<file path="config.mk">
export PLATFORM = sky130hd
export DESIGN_NAME = uart_modem_signal_logic
export DESIGN_NICKNAME = d
export VERILOG_FILES = /design/src/modem_sig_pkg.sv /design/src/modem_chan.sv /design/src/uart_modem_signal_logic.sv
export VERILOG_INCLUDE_DIRS = /design/src
export SDC_FILE = /design/constraint.sdc
export NUM_CORES = 1
export LEC_CHECK = 0
export ABC_AREA = 1
export BUFFER_PORTS_ARGS = -buffer_cell sky130_fd_sc_hd__buf_4
export CAP_MARGIN = 20
export CORE_MARGIN = 2
export CORE_UTILIZATION = 42
export CTS_CLUSTER_DIAMETER = 50
export DETAILED_ROUTE_END_ITERATION = 10
export PLACE_DENSITY = 0.86
export REMOVE_ABC_BUFFERS = 1
export SLEW_MARGIN = 15
export SYNTH_ARGS = -nofsm -noshare
export SYNTH_HDL_FRONTEND = slang
export SYNTH_SLANG_ARGS = --single-unit
</file>
<file path="constraint.sdc">
create_clock -name SYS_CLK -period 1.1 [get_ports SYS_CLK]
set_clock_uncertainty 0.1 [all_clocks]
set_input_delay 0.11 -clock SYS_CLK [delete_from_list [all_inputs] [get_ports SYS_CLK]]
set_output_delay 0.11 -clock SYS_CLK [all_outputs]
set_load 0.05 [all_outputs]
</file>
<file path="src/modem_sig_cfg.svh">
// Constants for the four-channel modem signal logic: bit positions, reset values, counts.
`ifndef MODEM_SIG_CFG_SVH
`define MODEM_SIG_CFG_SVH

`define CHANNEL_COUNT      4
`define TX_DEPTH_DEFAULT   64
`define CTRL_TERM_READY_BIT    0
`define CTRL_REQ_SEND_BIT      1
`define STAT_CTS_BIT           4
`define STAT_DSR_BIT           5
`define STAT_RING_BIT          6
`define STAT_CARRIER_BIT       7
`define STAT_DELTA_CTS_BIT     0
`define STAT_DELTA_DSR_BIT     1
`define STAT_RING_TRAIL_BIT    2
`define STAT_DELTA_CARRIER_BIT 3
`define FEAT_AUTO_RTS_BIT      6
`define FEAT_AUTO_CTS_BIT      7
`define CTRL_RESET             8'h00
`define FEAT_RESET             8'h00
`define INPUT_IDLE         1'b1

`endif

</file>
<file path="src/modem_sig_pkg.sv">
// Types shared by the modem signal logic.
package modem_sig_pkg;

  typedef struct packed {
    logic carrier_seen_n;
    logic clear_to_send_n;
    logic data_set_ready_n;
    logic ring_indicate_n;
  } modem_in_type;

  typedef struct packed {
    logic terminal_ready_n;
    logic request_to_send_n;
  } modem_out_type;

  typedef enum logic [1:0] {
    FLOW_OFF,
    FLOW_RUN,
    FLOW_HOLD
  } flow_state_type;

endpackage

</file>
<file path="src/modem_chan.sv">
// One channel of modem signal logic: outputs, status, ring event and flow control.
`timescale 1ns/1ps
`include "modem_sig_cfg.svh"
module modem_chan
  import modem_sig_pkg::*;
#(
  parameter int TX_DEPTH = `TX_DEPTH_DEFAULT
) (
  input  wire logic           sys_clk,
  input  wire logic           rst_b,
  input  wire logic [7:0]     ctrl_byte,
  input  wire logic [7:0]     feat_byte,
  input  wire modem_in_type   pins_in,
  input  wire logic [$clog2(TX_DEPTH+1)-1:0] tx_level,
  input  wire logic           rx_above_trigger,
  input  wire logic           status_read,
  output logic [7:0]          status_byte,
  output modem_out_type       pins_out,
  output logic                tx_space_n,
  output logic                tx_allowed,
  output logic                ring_irq
);

  modem_in_type   prev_reg;
  logic [3:0]     delta_reg;
  logic [3:0]     delta_next;
  logic           space;
  flow_state_type flow_reg;

  if (TX_DEPTH < 1) begin : g_depth_check
    $error("TX_DEPTH must be at least one");
  end

  // Free space means at least one empty location remains.
  assign space = (32'(tx_level) < TX_DEPTH);

  always_ff @(posedge sys_clk) begin
    if (!rst_b) begin
      tx_space_n <= 1'b1;
    end else begin
      tx_space_n <= ~space;
    end
  end

  always_ff @(posedge sys_clk) begin
    if (!rst_b) begin
      prev_reg <= '{default: `INPUT_IDLE};
    end else begin
      prev_reg <= pins_in;
    end
  end

  // A new change wins over the clear that a status read performs in the same cycle.
  always_comb begin
    delta_next = status_read ? 4'h0 : delta_reg;
    if (prev_reg.clear_to_send_n != pins_in.clear_to_send_n) begin
      delta_next[`STAT_DELTA_CTS_BIT] = 1'b1;
    end
    if (prev_reg.data_set_ready_n != pins_in.data_set_ready_n) begin
      delta_next[`STAT_DELTA_DSR_BIT] = 1'b1;
    end
    if (!prev_reg.ring_indicate_n && pins_in.ring_indicate_n) begin
      delta_next[`STAT_RING_TRAIL_BIT] = 1'b1;
    end
    if (prev_reg.carrier_seen_n != pins_in.carrier_seen_n) begin
      delta_next[`STAT_DELTA_CARRIER_BIT] = 1'b1;
    end
  end

  // The interrupt stands with the trailing-ring status bit until software reads the status.
  always_ff @(posedge sys_clk) begin
    if (!rst_b) begin
      delta_reg   <= 4'h0;
      status_byte <= 8'h00;
      ring_irq    <= 1'b0;
    end else begin
      delta_reg        <= delta_next;
      status_byte[3:0] <= delta_next;
      status_byte[`STAT_CTS_BIT]     <= ~pins_in.clear_to_send_n;
      status_byte[`STAT_DSR_BIT]     <= ~pins_in.data_set_ready_n;
      status_byte[`STAT_RING_BIT]    <= ~pins_in.ring_indicate_n;
      status_byte[`STAT_CARRIER_BIT] <= ~pins_in.carrier_seen_n;
      ring_irq <= delta_next[`STAT_RING_TRAIL_BIT];
    end
  end

  // Auto request-to-send drops the line while received data sits above trigger.
  always_ff @(posedge sys_clk) begin
    if (!rst_b) begin
      flow_reg <= FLOW_OFF;
    end else begin
      case (flow_reg)
        FLOW_OFF: begin
          if (feat_byte[`FEAT_AUTO_RTS_BIT]) begin
            flow_reg <= FLOW_RUN;
          end
        end
        FLOW_RUN: begin
          if (!feat_byte[`FEAT_AUTO_RTS_BIT]) begin
            flow_reg <= FLOW_OFF;
          end else if (rx_above_trigger) begin
            flow_reg <= FLOW_HOLD;
          end
        end
        FLOW_HOLD: begin
          if (!feat_byte[`FEAT_AUTO_RTS_BIT]) begin
            flow_reg <= FLOW_OFF;
          end else if (!rx_above_trigger) begin
            flow_reg <= FLOW_RUN;
          end
        end
        default: flow_reg <= FLOW_OFF;
      endcase
    end
  end

  always_ff @(posedge sys_clk) begin
    if (!rst_b) begin
      pins_out.terminal_ready_n  <= 1'b1;
      pins_out.request_to_send_n <= 1'b1;
    end else begin
      pins_out.terminal_ready_n  <= ~ctrl_byte[`CTRL_TERM_READY_BIT];
      // Gating on the enable bit too hands control back on the very edge auto mode is dropped.
      pins_out.request_to_send_n <= ~(ctrl_byte[`CTRL_REQ_SEND_BIT] &&
                                      !(feat_byte[`FEAT_AUTO_RTS_BIT] &&
                                        flow_reg == FLOW_HOLD));
    end
  end

  // Data-set-ready never reaches this term; only clear-to-send does, and only when enabled.
  always_ff @(posedge sys_clk) begin
    if (!rst_b) begin
      tx_allowed <= 1'b1;
    end else begin
      tx_allowed <= !feat_byte[`FEAT_AUTO_CTS_BIT] || !pins_in.clear_to_send_n;
    end
  end

endmodule

</file>
<file path="src/uart_modem_signal_logic.sv">
// Top of the four-channel modem signal logic.
// How it works
// Channel ready output low while its transmit buffer has a free location.
// Channel ready output high once its transmit buffer is full.
// Combined ready output low while any channel has free transmit space.
// Low carrier-detect input means the modem sees a carrier.
// Low clear-to-send means the modem accepts transmit data.
// Clear-to-send state readable in status bit 4.
// Clear-to-send gates transmit only when feature bit 7 enables it.
// Data-set-ready low means modem ready; never affects transmit or receive.
// Control bit 0 set drives terminal-ready output low.
// Terminal-ready high after control bit 0 cleared and after reset.
// Low ring input means the line is ringing.
// Ring input rising to high raises that channel's interrupt.
// Control bit 1 set drives request-to-send output low.
// Request-to-send is high after reset.
// Request-to-send joins flow control only when feature bit 6 enables it.
// Hosts lacking ready pins read each channel's status registers instead.
// Four independent channels, each with its own control and status bits.
`timescale 1ns/1ps
`include "modem_sig_cfg.svh"
module uart_modem_signal_logic
  import modem_sig_pkg::*;
#(
  parameter int CHANNELS = `CHANNEL_COUNT,
  parameter int TX_DEPTH = `TX_DEPTH_DEFAULT
) (
  input  wire logic                                  SYS_CLK,
  input  wire logic                                  RST_B,
  input  wire logic [CHANNELS-1:0][7:0]              MODEM_CONTROL_REG,
  input  wire logic [CHANNELS-1:0][7:0]              ENHANCED_FEATURE_REG,
  input  wire logic [CHANNELS-1:0]                   STATUS_READ,
  input  wire modem_in_type [CHANNELS-1:0]           MODEM_IN,
  input  wire logic [CHANNELS-1:0][$clog2(TX_DEPTH+1)-1:0] TX_LEVEL,
  input  wire logic [CHANNELS-1:0]                   RX_ABOVE_TRIGGER,
  output logic [CHANNELS-1:0][7:0]                   MODEM_STATUS_REG,
  output modem_out_type [CHANNELS-1:0]               MODEM_OUT,
  output logic [CHANNELS-1:0]                        CHAN_TX_SPACE_N,
  output logic                                       ANY_TX_SPACE_N,
  output logic [CHANNELS-1:0]                        TX_ALLOWED,
  output logic [CHANNELS-1:0]                        RING_IRQ
);

  logic [CHANNELS-1:0] space_n;

  if (CHANNELS < 1) begin : g_chan_check
    $error("CHANNELS must be at least one");
  end

  // Each channel keeps wholly separate state.
  for (genvar c = 0; c < CHANNELS; c++) begin : g_chan
    modem_chan #(
      .TX_DEPTH (TX_DEPTH)
    ) u_chan (
      .sys_clk          (SYS_CLK),
      .rst_b            (RST_B),
      .ctrl_byte        (MODEM_CONTROL_REG[c]),
      .feat_byte        (ENHANCED_FEATURE_REG[c]),
      .pins_in          (MODEM_IN[c]),
      .tx_level         (TX_LEVEL[c]),
      .rx_above_trigger (RX_ABOVE_TRIGGER[c]),
      .status_read      (STATUS_READ[c]),
      .status_byte      (MODEM_STATUS_REG[c]),
      .pins_out         (MODEM_OUT[c]),
      .tx_space_n       (space_n[c]),
      .tx_allowed       (TX_ALLOWED[c]),
      .ring_irq         (RING_IRQ[c])
    );
  end

  assign CHAN_TX_SPACE_N = space_n;

  // Combined output built from the level inputs, so it lines up with the per-channel pins.
  always_ff @(posedge SYS_CLK) begin
    if (!RST_B) begin
      ANY_TX_SPACE_N <= 1'b1;
    end else begin
      ANY_TX_SPACE_N <= 1'b1;
      for (int c = 0; c < CHANNELS; c++) begin
        if (32'(TX_LEVEL[c]) < TX_DEPTH) begin
          ANY_TX_SPACE_N <= 1'b0;
        end
      end
    end
  end

endmodule

</file>
Word-level counts from Yosys, hierarchy flattened
Index checks and enable logic that the tools add are counted.
- magnitude comparators: 4
- equal/unequal tests: 32
- multiplexer cells: 48
- bitwise gates (word level): 28
- reductions and logical operators: 40
- operators by type and width (cell ; count):
    2-bit 2-to-1 mux ; 20
    7-bit < comparator, second input constant ; 4
    1-bit inverter ; 28
    3-bit inequality test, second input constant ; 8
    2-bit one-hot mux with 3 select lines ; 4
    1-bit 2-to-1 mux ; 20
    1-bit zero test ; 16
    4-bit 2-to-1 mux ; 4
    1-bit logical AND ; 12
    1-bit inequality test ; 12
    3-bit AND reduction ; 4
    2-bit by 1-bit == test with 1-bit output, second input constant ; 4
    2-bit == test, second input constant ; 4
    2-bit zero test ; 4
    2-bit inequality test, second input constant ; 4
    1-bit logical OR ; 4
- register bits after elaboration: 93
- input port bits: 118
- output and inout port bits: 53
- logic and storage cells: 201

Longest topological paths before layout
- word-level depth: 5
- gate-level depth with buffers: 5
- mapped depth without buffers: 5

Cells and area by module
Synthesis repeated with hierarchy kept, for this count alone.
- cells, all modules: 300
- area total of the unflattened synthesis: 2454.9 um2
- by module, submodules not included (module ; times used ; cells each ; area each (um2) ; seq. area each (um2)):
    modem_chan ; 4 ; 74 ; 605.6 ; 360.3
    uart_modem_signal_logic ; 1 ; 4 ; 32.5 ; 20.0

Least setup slack after synthesis
No wires, ideal clock.
- path type: register to register
- start point: register g_chan[0].u_chan.status_byte[3] (netlist name)
- end point: register g_chan[0].u_chan.status_byte[3]
- library setup time: 56 ps
- arrival time: 870 ps
- required time: 944 ps
- slack: 74 ps
- cell stages (with the launch flop): 5
- path buffers: 0
- period minus slack after synthesis: 1026 ps
- cells stage by stage: dfxtp_1 -> nand2_1 -> nand3_1 -> nand2_1 -> inv_1
- RTL lines (item ; RTL line ; source):
    end signal, assigned ; modem_chan.sv:78 ; status_byte[3:0] <= delta_next;
    end signal, assigned by index ; modem_chan.sv:79 ; status_byte[`STAT_CTS_BIT] <= ~pins_in.clear_to_send_n;
    end signal, assigned by index ; modem_chan.sv:80 ; status_byte[`STAT_DSR_BIT] <= ~pins_in.data_set_ready_n;
    end, declared ; modem_chan.sv:17 ; output logic [7:0] status_byte,

==> summary.md <==
| Metric | Value |
|---|---|
| Crit-path max cell delay | `0.38 ns` |
| 1st-pass router iterations | `4` |
| Hold Fails Final Rpt | `0` |
| Syn avg cell area | `8.54 um2` |
| Share of layout cells above drive strength 1 | `36.5%` |
| Bufs and invs on worst path | `1` |
| Initial detailed-routing violation count | `54` |
| Crit Path Class | `flop to primary output` |
| Multi-input logic area | `741 um2` |
| Placed cell areas | `0.00335 mm2` |
| Synthesized instance count | `310` |
| Worst-skew pair later-pin latency | `0.33 ns` |
| Vias | `2,273` |
| Clock slew at reported path FFs | `0.07 ns` |
| Root Buffer | `clkbuf_8` |
| Commonest non-fill, non-tap cell in the layout | `nand2_1` |
| Max FFs per register | `20` |
| Finished Layout Cells | `524` |
| Seq/Total Area, Yosys | `55.2%` |
| IO Port Bufs | `98` |
| GRT overflow | `0` |
| Clock sink count | `73` |
| Synth Area in Compound Gates | `2.27%` |
| Routed vias/inst | `4.34` |
| First-pass GRT wire length | `9970 um` |
| Slew Limit Headroom | `83.1%` |
| Max-Cap Viols | `0` |
| Post-layout power | `6130 uW` |
| Crit path cell chain | `buf_8` |
| Number of max-slew violations in the final report | `0` |
| Main combinational cell family by area after synthesis | `simple AND/OR/NAND/NOR gates` |
| Largest fanout on the critical path | `3` |
| # fillers | `458` |
| Vias in the first global route | `2,310` |
| Final WL | `6430 um` |
| Drt drc | `0` |
| Yosys cell types | `14` |
| CP delay by family, top | `flip-flops` |
| Adder-cell share of the synthesized area | `0%` |
| LEAKAGE | `0.00211 uW` |
| Largest net degree at the start of global routing | `19` |
| Sequential cell area | `0.00149 mm2` |
| Worst slew pin tran | `0.253 ns` |
| Number of synthesized register bits | `73` |
| TritonCTS clock tree | `done` |
| IO Pins | `171` |
| Setup ws final | `0.0264 ns` |
| CP max stage cell | `dfxtp_4` |
| Mux cell area share after synthesis | `0%` |
| Max Freq | `0.931 GHz` |
| Hold Slack | `0.0283 ns` |
| Post-route antenna net violation count | `0` |
| Die height | `83.4 um` |
| P&R area growth vs syn | `57.3%` |
| VDD IR max | `982 uV` |
| Avg WL per Cell | `12.3 um` |
| Commonest non-fill, non-tap cells in the layout | `nand2_1 (81), buf_4 (68), dfxtp_1 (60)` |
| RSZ-0062 raised after global routing | `true` |
| Req. time, crit path | `0.89 ns` |
| Final std cell area, no fill | `0.00417 mm2` |
| Startpoint Class | `flop` |
| Initial antenna violation count | `0` |
| Worst EP arrival | `0.86 ns` |
| CTS Buf Count | `9` |
| XOR/XNOR share of the synthesized area | `0%` |
| Row Count | `28` |
| Hold/Removal Path Class | `input port to flop` |
| Setup WS pre-CTS | `0.187 ns` |
| DIE WIDTH | `83.4 um` |
| Maximum root-to-sink buffer count | `2` |
| Final GP Congestion | `0.786` |
| Post-Synth Simple-Gate Area | `25.7%` |
| Synth warn | `0` |
| Crit. End Element | `primary output` |
| Cell taking the most area after synthesis | `dfxtp_1` |
| Nets | `563` |
| Top cells by area, synth | `dfxtp_1 (55%), nand2_1 (11%), inv_1 (8.4%)` |
| H-tree levels | `3` |
| Power Density | `1470 mW/mm2` |
| Die area | `0.00695 mm2` |
| Crit path time final | `1.07 ns` |
| Core Footprint | `0.00599 mm2` |
| Ant. Diodes | `0` |
| HPWL Detailed | `4180 um` |
| Mapped cell area | `0.00265 mm2` |
| Top cell type's share of synthesized area | `55.2%` |
| Outcome | `finished, final reports clean` |
| Global-route usage over all layers | `18.1%` |
| Setup violators final | `0` |
| Crit share post-route | `97.6%` |
| Starting Density | `44.2%` |
| Placed Instances | `465` |
[cell usage after synthesis]
library cell,number
inv_2,9
nand4_1,1
dfxtp_1,73
nand3_1,28
or2_2,8
buf_12,1
a21oi_1,12
inv_1,59
buf_2,2
inv_4,1
buf_4,16
nand2_1,81
buf_6,3
nor2_4,16
[cell type report]
| type | count | area share (%) |
|---|---|---|
| Inverter | 69 | 6.28 |
| Multi-Input combinational cell | 146 | 17.8 |
| Clock buffer | 14 | 4.63 |
| Timing Repair Buffer | 146 | 33.2 |
| Tap cell | 75 | 2.25 |
| Clock inverter | 1 | 0.180 |
| Sequential cell | 73 | 35.7 |
[layer usage]
| layer | wire, um | GRT usage, % | up-vias |
|---|---|---|---|
| li1 | - | - | 1160 |
| met1 | 2420 | 17.8 | 1022 |
| met2 | 3450 | 33.6 | 73 |
| met3 | 377 | 6.66 | 18 |
| met4 | 184 | 8.20 | 0 |
| met5 | 0 | 0 | - |
[what timing repair did]
action | 4_1_cts | 5_1_grt
hold buffers | 44 | 0
setup buffers | 0 | 0
endpoints found under the setup margin | 11 | 32
gates resized for setup | 15 | 42
hold endpoints to repair | 68 | 0
[power breakdown]
part	internal [uW]	switching [uW]
sequential	2790	80.3
clock	1120	928
combinational	517	695
[worst paths after layout]
check / from / endpoint / slack [ns] / depth (start not counted)
hold reg to reg: g_chan[0].u_chan.flow_reg[0]$_SDFFE_PN0P_ / g_chan[0].u_chan.flow_reg[1]$_SDFFE_PN0P_ / 0.37 / 2
hold / removal: RST_B / g_chan[3].u_chan.status_byte[6]$_SDFF_PN0_ / 0.03 / 3
setup / recovery: g_chan[1].u_chan.delta_reg[2]$_SDFF_PN0_ / MODEM_STATUS_REG[10] / 0.03 / 1
setup reg to reg: g_chan[0].u_chan.flow_reg[1]$_SDFFE_PN0P_ / g_chan[0].u_chan.flow_reg[0]$_SDFFE_PN0P_ / 0.18 / 2
[cell families after synthesis]
group | count (synthesis)
buffers and inverters | 91
AO/OA/AOI/OAI | 12
AND/OR/NAND/NOR | 134
flip-flops | 73
[worst reg2reg max path, stage by stage (launching register included)]
cell	delay (ns)
dfxtp_1	0.34
or2_2	0.30
a21oi_1	0.12
[per-stage QoR]
stage | utilization (%) | setup TNS, ns
6_report | 69.5 | 0
5_1_grt | 69.5 | -0.0458
4_1_cts | 67.4 | 0
3_5_place_dp | 55.9 | 0
3_3_place_gp | 55.9 | 0
2_1_floorplan | - | -1.28
(Power assumes the default switching activity.)
